**src/inc/iel_defs.vh**
```
// Constants of the interrupt and activity-output block: register byte
// offsets, field positions and reset values.
// Assumes inclusion by bare name from files under rtl/.
// Functional notes
// - Two 32-bit enable registers exist, one per interrupt line.
// - A 1 in an enable bit lets that source reach its line, a 0 blocks it.
// - A line goes low while any set pending bit has its enable bit at 1.
// - Writing 1s to pending bits clears them and the line goes high when none enabled stay set.
// - A pending bit is set by its event whatever its enable bit holds.
// - Reset-complete and fault flags assert their line even when not enabled.
// - With the merge bit set, line B also goes low for enabled bank A events.
// - With the merge bit set, line A still shows its own enabled bank A events.
// - Pin function code 10 routes the activity output to the shared pin.
// - Sixteen activity sources each have one select bit, all cleared at reset.
// - The activity pin is low while any selected source is active; software cannot force it.
// - Activity sources are not latched; the pin follows their live state.
// - Overcurrent flag is backed by per-phase bits in an overcurrent detail register.
// - No-load flags are backed by per-phase bits in a phase no-load detail register.
// - Reverse power and sum-sign flags are backed by a phase sign detail register.
`ifndef IEL_DEFS_VH
`define IEL_DEFS_VH

//--------------------------------------------------
// Register byte offsets
//--------------------------------------------------
`define IEL_OFS_PEND_A 12'h000
`define IEL_OFS_PEND_B 12'h004
`define IEL_OFS_IEN_A 12'h008
`define IEL_OFS_IEN_B 12'h00c
`define IEL_OFS_CONFIG 12'h010
`define IEL_OFS_ACT_SEL 12'h014
`define IEL_OFS_OC_DET 12'h018
`define IEL_OFS_NL_DET 12'h01c
`define IEL_OFS_SIGN_DET 12'h020
`define IEL_OFS_ACT_LIVE 12'h024

//--------------------------------------------------
// Field positions and codes
//--------------------------------------------------
`define IEL_RST_DONE_BIT 16
`define IEL_FAULT_BIT 18
`define IEL_MERGE_BIT 0
`define IEL_PINF_LSB 1
`define IEL_PINF_MSB 2
`define IEL_PINF_ACTIVITY 2'h2
`define IEL_PINF_READY 2'h1

//--------------------------------------------------
// Reset values
//--------------------------------------------------
`define IEL_IEN_RESET 32'h0000_0000
`define IEL_CONFIG_RESET 3'h0
`define IEL_ACT_SEL_RESET 16'h0000

`endif

```
**src/rtl/iel_pending_bank.v**
```verilog
// One bank of 32 sticky pending bits with write-one-to-clear, plus the
// registered active-low line driven from them.
// Assumes events are one-cycle pulses or levels in the clk domain.
`timescale 1ns/1ps
`default_nettype none
`include "iel_defs.vh"

module iel_pending_bank (
	input wire clk,
	input wire reset_n,
	input wire [31:0] event_in,
	input wire [31:0] clear_mask,
	input wire clear_en,
	input wire [31:0] enable_reg_in,
	input wire [31:0] nonmask_bits,
	input wire extra_req,
	output reg [31:0] pending_reg,
	output wire any_enabled,
	output reg line_n_reg
);
	wire [31:0] clr;
	wire [31:0] pending_next;

	//--------------------------------------------------
	// Sticky bits
	//--------------------------------------------------
	// Zeros in the write leave bits alone; set beats clear
	assign clr = clear_en ? clear_mask : 32'h0000_0000;
	assign pending_next = (pending_reg & ~clr) | event_in;

	// Enabled or nonmaskable bits ask for the line
	assign any_enabled = |(pending_reg & (enable_reg_in | nonmask_bits));

	always @(posedge clk or negedge reset_n) begin
		if (!reset_n) begin
			pending_reg <= 32'h0000_0000;
			line_n_reg <= 1'b1;
		end else begin
			pending_reg <= pending_next;
			// Registered so the pin never glitches on decode
			line_n_reg <= ~(any_enabled | extra_req);
		end
	end
endmodule

`default_nettype wire

```
**src/rtl/iel_activity.v**
```verilog
// Activity output: masked OR of 16 live sources, no latching.
// Assumes the sources are already synchronous to clk.
`timescale 1ns/1ps
`default_nettype none
`include "iel_defs.vh"

module iel_activity (
	input wire [15:0] sources,
	input wire [15:0] select_reg_in,
	output wire activity_n
);
	wire [15:0] hit;
	genvar i;

	// Per-source gate; the pin tracks sources with no memory
	generate
		for (i = 0; i < 16; i = i + 1) begin : g_src
			assign hit[i] = sources[i] & select_reg_in[i];
		end
	endgenerate

	// Low while any selected source is active
	assign activity_n = ~(|hit);
endmodule

`default_nettype wire

```
**src/rtl/iel_top.v**
```verilog
// Interrupt and activity-output logic with an AXI4-Lite register slave.
// Assumes all event and detail inputs are synchronous to clk.
`timescale 1ns/1ps
`default_nettype none
`include "iel_defs.vh"

module iel_top (
	input wire clk,
	input wire reset_n,
	// AXI4-Lite slave
	input wire [11:0] s_axi_awaddr,
	input wire s_axi_awvalid,
	output wire s_axi_awready,
	input wire [31:0] s_axi_wdata,
	input wire [3:0] s_axi_wstrb,
	input wire s_axi_wvalid,
	output wire s_axi_wready,
	output reg [1:0] s_axi_bresp,
	output reg s_axi_bvalid,
	input wire s_axi_bready,
	input wire [11:0] s_axi_araddr,
	input wire s_axi_arvalid,
	output wire s_axi_arready,
	output reg [31:0] s_axi_rdata,
	output reg [1:0] s_axi_rresp,
	output reg s_axi_rvalid,
	input wire s_axi_rready,
	// Event sources
	input wire [31:0] event_bank_a,
	input wire [31:0] event_bank_b,
	input wire [15:0] activity_sources,
	// Detail inputs and their shared load strobe
	input wire [3:0] overcurrent_per_phase,
	input wire [11:0] phase_noload_in,
	input wire [11:0] phase_sign_in,
	input wire detail_load,
	// Other functions sharing the pin
	input wire pulse_output_four,
	input wire sample_ready_out,
	// Pins
	output wire int_line_a,
	output wire int_line_b,
	output reg shared_pin,
	output wire irq
);
	//--------------------------------------------------
	// Registers
	//--------------------------------------------------
	reg [31:0] interrupt_enable_bank_a_reg;
	reg [31:0] interrupt_enable_bank_b_reg;
	reg [2:0] general_config_reg;
	reg [15:0] act_sel_reg;
	reg [3:0] overcurrent_detail_reg;
	reg [11:0] phase_noload_detail_reg;
	reg [11:0] phase_sign_detail_reg;

	reg aw_held_reg;
	reg w_held_reg;
	reg [11:0] aw_addr_reg;
	reg [31:0] w_data_reg;
	reg [3:0] w_strb_reg;

	wire [31:0] pend_a;
	wire [31:0] pend_b;
	wire a_enabled;
	wire b_enabled;
	wire activity_n;
	wire merge_on;
	wire [1:0] pin_func;
	wire wr_fire;
	wire [11:0] wr_addr;
	wire [31:0] wr_data;
	wire [3:0] wr_strb;
	wire [31:0] strb_mask;
	wire clr_a;
	wire clr_b;
	wire rd_fire;
	wire [31:0] nonmask;

	//--------------------------------------------------
	// Write channel capture
	//--------------------------------------------------
	// Address and data may come in either order; hold each until both
	assign s_axi_awready = ~aw_held_reg & ~s_axi_bvalid;
	assign s_axi_wready = ~w_held_reg & ~s_axi_bvalid;
	assign wr_addr = aw_held_reg ? aw_addr_reg : s_axi_awaddr;
	assign wr_data = w_held_reg ? w_data_reg : s_axi_wdata;
	assign wr_strb = w_held_reg ? w_strb_reg : s_axi_wstrb;
	assign wr_fire = (aw_held_reg | (s_axi_awvalid & s_axi_awready)) &
		(w_held_reg | (s_axi_wvalid & s_axi_wready));
	assign strb_mask = {{8{wr_strb[3]}}, {8{wr_strb[2]}},
		{8{wr_strb[1]}}, {8{wr_strb[0]}}};

	always @(posedge clk or negedge reset_n) begin
		if (!reset_n) begin
			aw_held_reg <= 1'b0;
			w_held_reg <= 1'b0;
			aw_addr_reg <= 12'h000;
			w_data_reg <= 32'h0000_0000;
			w_strb_reg <= 4'h0;
			s_axi_bvalid <= 1'b0;
			s_axi_bresp <= 2'h0;
		end else begin
			if (wr_fire) begin
				aw_held_reg <= 1'b0;
				w_held_reg <= 1'b0;
				s_axi_bvalid <= 1'b1;
				s_axi_bresp <= 2'h0;
			end else begin
				if (s_axi_awvalid & s_axi_awready) begin
					aw_held_reg <= 1'b1;
					aw_addr_reg <= s_axi_awaddr;
				end
				if (s_axi_wvalid & s_axi_wready) begin
					w_held_reg <= 1'b1;
					w_data_reg <= s_axi_wdata;
					w_strb_reg <= s_axi_wstrb;
				end
				if (s_axi_bvalid & s_axi_bready) begin
					s_axi_bvalid <= 1'b0;
				end
			end
		end
	end

	//--------------------------------------------------
	// Control registers
	//--------------------------------------------------
	// Byte strobes merge the written lanes over the old value
	always @(posedge clk or negedge reset_n) begin
		if (!reset_n) begin
			interrupt_enable_bank_a_reg <= `IEL_IEN_RESET;
			interrupt_enable_bank_b_reg <= `IEL_IEN_RESET;
			general_config_reg <= `IEL_CONFIG_RESET;
			act_sel_reg <= `IEL_ACT_SEL_RESET;
		end else if (wr_fire) begin
			case (wr_addr)
			`IEL_OFS_IEN_A: begin
				interrupt_enable_bank_a_reg <=
					(interrupt_enable_bank_a_reg & ~strb_mask) |
					(wr_data & strb_mask);
			end
			`IEL_OFS_IEN_B: begin
				interrupt_enable_bank_b_reg <=
					(interrupt_enable_bank_b_reg & ~strb_mask) |
					(wr_data & strb_mask);
			end
			`IEL_OFS_CONFIG: begin
				if (wr_strb[0]) begin
					general_config_reg <= wr_data[2:0];
				end
			end
			`IEL_OFS_ACT_SEL: begin
				act_sel_reg <= (act_sel_reg & ~strb_mask[15:0]) |
					(wr_data[15:0] & strb_mask[15:0]);
			end
			default: begin
			end
			endcase
		end
	end

	//--------------------------------------------------
	// Detail registers
	//--------------------------------------------------
	// Snapshot taken on the shared detail_load strobe so software reads matching detail
	always @(posedge clk or negedge reset_n) begin
		if (!reset_n) begin
			overcurrent_detail_reg <= 4'h0;
			phase_noload_detail_reg <= 12'h000;
			phase_sign_detail_reg <= 12'h000;
		end else if (detail_load) begin
			overcurrent_detail_reg <= overcurrent_per_phase;
			phase_noload_detail_reg <= phase_noload_in;
			phase_sign_detail_reg <= phase_sign_in;
		end
	end

	//--------------------------------------------------
	// Pending banks and lines
	//--------------------------------------------------
	assign clr_a = wr_fire & (wr_addr == `IEL_OFS_PEND_A);
	assign clr_b = wr_fire & (wr_addr == `IEL_OFS_PEND_B);
	assign merge_on = general_config_reg[`IEL_MERGE_BIT];
	assign pin_func = general_config_reg[`IEL_PINF_MSB:`IEL_PINF_LSB];

	// Reset-complete and fault always reach line B
	assign nonmask = (32'h0000_0001 << `IEL_RST_DONE_BIT) |
		(32'h0000_0001 << `IEL_FAULT_BIT);

	// Line A ignores the merge bit entirely
	iel_pending_bank u_bank_a (
		.clk(clk),
		.reset_n(reset_n),
		.event_in(event_bank_a),
		.clear_mask(wr_data & strb_mask),
		.clear_en(clr_a),
		.enable_reg_in(interrupt_enable_bank_a_reg),
		.nonmask_bits(32'h0000_0000),
		.extra_req(1'b0),
		.pending_reg(pend_a),
		.any_enabled(a_enabled),
		.line_n_reg(int_line_a)
	);

	// Line B also carries enabled bank A events when merged
	iel_pending_bank u_bank_b (
		.clk(clk),
		.reset_n(reset_n),
		.event_in(event_bank_b),
		.clear_mask(wr_data & strb_mask),
		.clear_en(clr_b),
		.enable_reg_in(interrupt_enable_bank_b_reg),
		.nonmask_bits(nonmask),
		.extra_req(merge_on & a_enabled),
		.pending_reg(pend_b),
		.any_enabled(b_enabled),
		.line_n_reg(int_line_b)
	);

	// Single system interrupt is the unregistered OR of both banks' requests, one cycle ahead of the lines
	assign irq = a_enabled | b_enabled;

	//--------------------------------------------------
	// Activity and shared pin
	//--------------------------------------------------
	iel_activity u_act (
		.sources(activity_sources),
		.select_reg_in(act_sel_reg),
		.activity_n(activity_n)
	);

	// Pin mux is combinational so activity stays unlatched
	always @* begin
		case (pin_func)
		`IEL_PINF_ACTIVITY: shared_pin = activity_n;
		`IEL_PINF_READY: shared_pin = sample_ready_out;
		default: shared_pin = pulse_output_four;
		endcase
	end

	//--------------------------------------------------
	// Read channel
	//--------------------------------------------------
	assign s_axi_arready = ~s_axi_rvalid;
	assign rd_fire = s_axi_arvalid & s_axi_arready;

	always @(posedge clk or negedge reset_n) begin
		if (!reset_n) begin
			s_axi_rvalid <= 1'b0;
			s_axi_rdata <= 32'h0000_0000;
			s_axi_rresp <= 2'h0;
		end else if (rd_fire) begin
			s_axi_rvalid <= 1'b1;
			s_axi_rresp <= 2'h0;
			case (s_axi_araddr)
			`IEL_OFS_PEND_A: s_axi_rdata <= pend_a;
			`IEL_OFS_PEND_B: s_axi_rdata <= pend_b;
			`IEL_OFS_IEN_A: s_axi_rdata <= interrupt_enable_bank_a_reg;
			`IEL_OFS_IEN_B: s_axi_rdata <= interrupt_enable_bank_b_reg;
			`IEL_OFS_CONFIG: s_axi_rdata <= {29'h0, general_config_reg};
			`IEL_OFS_ACT_SEL: s_axi_rdata <= {16'h0000, act_sel_reg};
			`IEL_OFS_OC_DET: s_axi_rdata <= {28'h0, overcurrent_detail_reg};
			`IEL_OFS_NL_DET: s_axi_rdata <= {20'h0, phase_noload_detail_reg};
			`IEL_OFS_SIGN_DET: s_axi_rdata <= {20'h0, phase_sign_detail_reg};
			`IEL_OFS_ACT_LIVE: s_axi_rdata <= {16'h0000, activity_sources};
			default: begin
				// Unmapped: decode error, data zero
				s_axi_rdata <= 32'h0000_0000;
				s_axi_rresp <= 2'h3;
			end
			endcase
		end else if (s_axi_rvalid & s_axi_rready) begin
			s_axi_rvalid <= 1'b0;
		end
	end
endmodule

`default_nettype wire

```
**config.mk**
```make
export PLATFORM = sky130hd
export DESIGN_NAME = iel_top
export DESIGN_NICKNAME = d
export VERILOG_FILES = /design/src/rtl/iel_pending_bank.v /design/src/rtl/iel_activity.v /design/src/rtl/iel_top.v
export VERILOG_INCLUDE_DIRS = /design/src /design/src/inc
export SDC_FILE = /design/constraint.sdc
export NUM_CORES = 1
export LEC_CHECK = 0
export BUFFER_PORTS_ARGS = -buffer_cell sky130_fd_sc_hd__buf_2
export CORE_ASPECT_RATIO = 1.75
export CORE_MARGIN = 4
export CORE_UTILIZATION = 50
export CTS_CLUSTER_DIAMETER = 200
export DETAILED_ROUTE_END_ITERATION = 12
export PLACE_DENSITY_LB_ADDON = 0.15
export RECOVER_POWER = 25
export SKIP_LAST_GASP = 1
export SYNTH_ARGS = -nofsm -noshare
export SYNTH_HDL_FRONTEND = slang
export SYNTH_SLANG_ARGS = --single-unit
```
**constraint.sdc**
```tcl
create_clock -name clk -period 3.9 [get_ports clk]
set_input_delay 0.195 -clock clk [delete_from_list [all_inputs] [get_ports clk]]
set_output_delay 0.195 -clock clk [all_outputs]
set_load 0.02 [all_outputs]
```
==> metrics.md <==
| Metric | Value |
|---|---|
| Clk slew on worst S/H paths | 0.06 ns |
| Core Area | 24,500 µm² |
| CP endpoint kind | primary output |
| Buffers on Ports | 220 |
| Reg power frac | 43.1% |
| Fraction of layout cells with a size suffix above 1 | 37.2% |
| Ports | 223 |
| Largest net degree at the start of global routing | 124 |
| Pins Over Slew Limit | 29 |
| Fmax | 328 MHz |
| CTS buffer count | 26 |
| Leak Pwr | 7.03 nW |
| Clock H-tree levels | 1 |
| DR DRC count | 0 |
| GR Overflow Total | 0 |
| # fillers | 1,902 |
| Maximum buffer depth of the clock tree | 3 |
| Hold/Removal Path Class | in2reg |
| WP data arrival | 2.85 ns |
| Outcome | complete, but fails checks |
| Vias in the first global route | 10,800 |
| Failing checks | capacitance limit, slew limit |
| Initial antenna violation count | 0 |
| Critical Path Max Stage Delay | 0.68 ns |
| CTS Root Cell | clkbuf_16 |
| Mean Syn Cell Area | 12.3 µm² |
| Via-to-Cell Ratio | 5.97 |
| Worst path slowest cell | or4_1 |
| TritonRoute pass-1 iters | 6 |
| GP Congestion | 0.924 |
| Hold Vio Cnt, Final | 0 |
| Cell Area, Placed | 13,900 µm² |
| Min Tclk post-route | 3.05 ns |
| Gates resized, CTS repair | 0 |
| Total track usage | 30.0% |
| Predominant post-synthesis flop cell | dfrtp_1 |
| Final setup violation count | 0 |
| DIE HEIGHT | 217 µm |
| CP Max Fanout | 3 |
| Final wirelength | 41,400 µm |
| WHS | 0.105 ns |
| Worst slack at placement | 0.941 ns |
| Placed cell count | 1,511 |
| RSZ-0062 raised after global routing | false |
| Die footprint | 27,500 µm² |
| Post-Syn Area | 12,400 µm² |
| Synthesis-to-layout area growth | 30.7% |
| WL/cell | 24.3 µm |
| Initial Util | 50.7% |
| Crit Path Class | reg2out |
| Die X | 127 µm |
| Number of synthesized flops with an enable pin | 0 |
| Clock sink count | 262 |
| Sequential Area | 6560 µm² |
| Synthesis-stage register bit count | 262 |
| Final setup TNS | 0 ns |
| Synth warnings | 0 |
| Peak VDD IR | 0.526 mV |
| Post-route antenna net violation count | 0 |
| Clock Latency Late Sink | 0.54 ns |
| ANT cells | 0 |
| Worst Skew | 0.0122 ns |
| Area of the multi-input gates | 5650 µm² |
| Worst Path Required | 3.70 ns |
| Clk pwr share | 35.2% |
| # nets final | 1,550 |
| Vias | 10,200 |
| Row count | 76 |
| FFs w/ async S/R, synth | 100% |
| Worst Max-Slew Pin Slew | 1.60 ns |
| Post-CTS Setup Bufs | 0 |
| Switching share of total power | 28.5% |
| Critical Path, Cell by Cell | a22oi_1, nand4_1, or4_1, or2_2, buf_2 |
| Relative slew slack | -6.39% |
| First-pass GRT wire length | 63,600 µm |
| Final Non-Filler Cells | 1,702 |
| NetSw | 2.13 mW |
| CTS tree | yes |
| Startpoint Class | flop |
| Fin crit share | 78.1% |
| Seq/Total Area, Yosys | 52.8% |
| Mapped Cells | 1,011 |
| Final instance area | 16,300 µm² |
| Pint | 5.35 mW |
| First DRT Iteration DRCs | 756 |
| # Max-Cap Violations | 1 |
| Final worst slack | 0.853 ns |
| Count of cell types in the netlist | 62 |
| Logic pwr share | 21.8% |
| PwrDens | 461 nW/µm² |
| HPWL Detailed | 29,800 µm |
==> timing repair <==
| action | 4_1_cts | 5_1_grt |
|---|---|---|
| endpoints found under the hold margin | 263 | 0 |
| hold buffers | 143 | 0 |
| setup endpoints to repair | 0 | 0 |
==> kinds of logic after synthesis <==
family          share of synthesized area (%)
compound gates                           13.3
fa+ha+maj                               0.201
buf+inv                                  2.16
flops                                    52.8
mux                                      22.9
other cells                            0.0302
simple gates                             8.63
==> cell usage after synthesis, types with 3 or more instances <==
cell	instances	area (µm²)
dfrtp_1	260	6510
mux2_2	203	2290
nand3_1	78	390
a21o_1	65	488
a22oi_1	55	413
mux2i_1	43	430
o21ai_0	42	210
nor2_1	33	124
clkbuf_1	31	116
a21oi_1	22	110
nand2_1	20	75.1
nand4_1	13	81.3
buf_2	11	55.1
buf_1	8	30.0
nand2_2	8	50.1
nor4_1	8	50.1
nor2b_1	7	43.8
nor3_1	7	35.0
buf_4	6	45.0
mux4_2	6	135
o22ai_1	6	37.5
a211oi_1	5	37.5
a221oi_1	5	43.8
inv_1	5	18.8
nand3b_1	5	37.5
or4_1	4	30.0
a2111oi_0	3	26.3
a222oi_1	3	30.0
a32o_1	3	30.0
a32oi_1	3	26.3
or3_1	3	18.8
==> per-stage QoR <==
| stage | power, mW | util (%) |
|---|---|---|
| finish | 7.48 | 66.2 |
| global route | 7.79 | 66.2 |
| CTS | 7.51 | 66.2 |
| detailed placement | 4.78 | 56.8 |
| global placement | 4.73 | 56.8 |
| floorplan | 4.21 | - |
==> final timing paths <==
kind	from	slack, ns	endpoint	cells past startpoint
setup / recovery	u_bank_a.pending_reg[11]	0.85	irq	5
hold / removal	s_axi_arvalid	0.11	s_axi_rresp[0]	4
setup reg to reg	aw_held_reg	0.95	u_bank_a.pending_reg[2]	6
hold reg to reg	s_axi_rdata[2]	0.47	s_axi_rdata[2]	2
max in group asynchronous	reset_n	2.66	u_bank_a.line_n_reg	3
min in group asynchronous	reset_n	0.30	phase_noload_detail_reg[1]	2
==> layout by cell type (no fill, tap or decap), types with 7 or more instances in the layout <==
| cell type | instances |
|---|---|
| a21o_1 | 65 |
| a21oi_1 | 22 |
| a22oi_1 | 55 |
| buf_2 | 218 |
| buf_4 | 21 |
| clkbuf_16 | 27 |
| dfrtp_1 | 260 |
| dlygate4sd3_1 | 143 |
| mux2_2 | 203 |
| mux2i_1 | 43 |
| nand2_1 | 20 |
| nand2_2 | 8 |
| nand3_1 | 77 |
| nand4_1 | 13 |
| nor2_1 | 33 |
| nor2b_1 | 7 |
| nor3_1 | 7 |
| o21ai_0 | 42 |
==> routing by layer <==
layer | up-vias | global-route usage, % | share of wire [%]
met5 | - | 0 | 0
met4 | 0 | 13.3 | 4.9
met3 | 96 | 4.00 | 5.6
met2 | 394 | 55.1 | 53
met1 | 5136 | 34.4 | 36
li1 | 4541 | - | -
==> power by group through the flow <==
stage / Clock (mW) / Combinational (mW) / Sequential [mW]
global route: 2.78 / 1.75 / 3.26
floorplan: 0 / 0.995 / 3.21
global placement: 0 / 1.49 / 3.24
detailed placement: 0 / 1.51 / 3.27
CTS: 2.67 / 1.63 / 3.22
finish: 2.63 / 1.63 / 3.22
==> cell type report <==
type                            count  share of cell area, %
Clock buffer                       36                   4.61
Multi-Input combinational cell    688                   34.7
Timing Repair Buffer              386                   16.9
Clock inverter                     12                  0.901
Sequential cell                   262                   40.4
Inverter                            6                  0.139
Tap cell                          312                   2.40
==> worst max-delay path: cells and delay by family, from the launching register on <==
family,cells,cell delay (ns)
AND/OR/NAND/NOR,3,1.25
AO/OA/AOI/OAI,1,0.46
flip-flops,1,0.45
buffers and inverters,1,0.16
(Power assumes the default switching activity.)
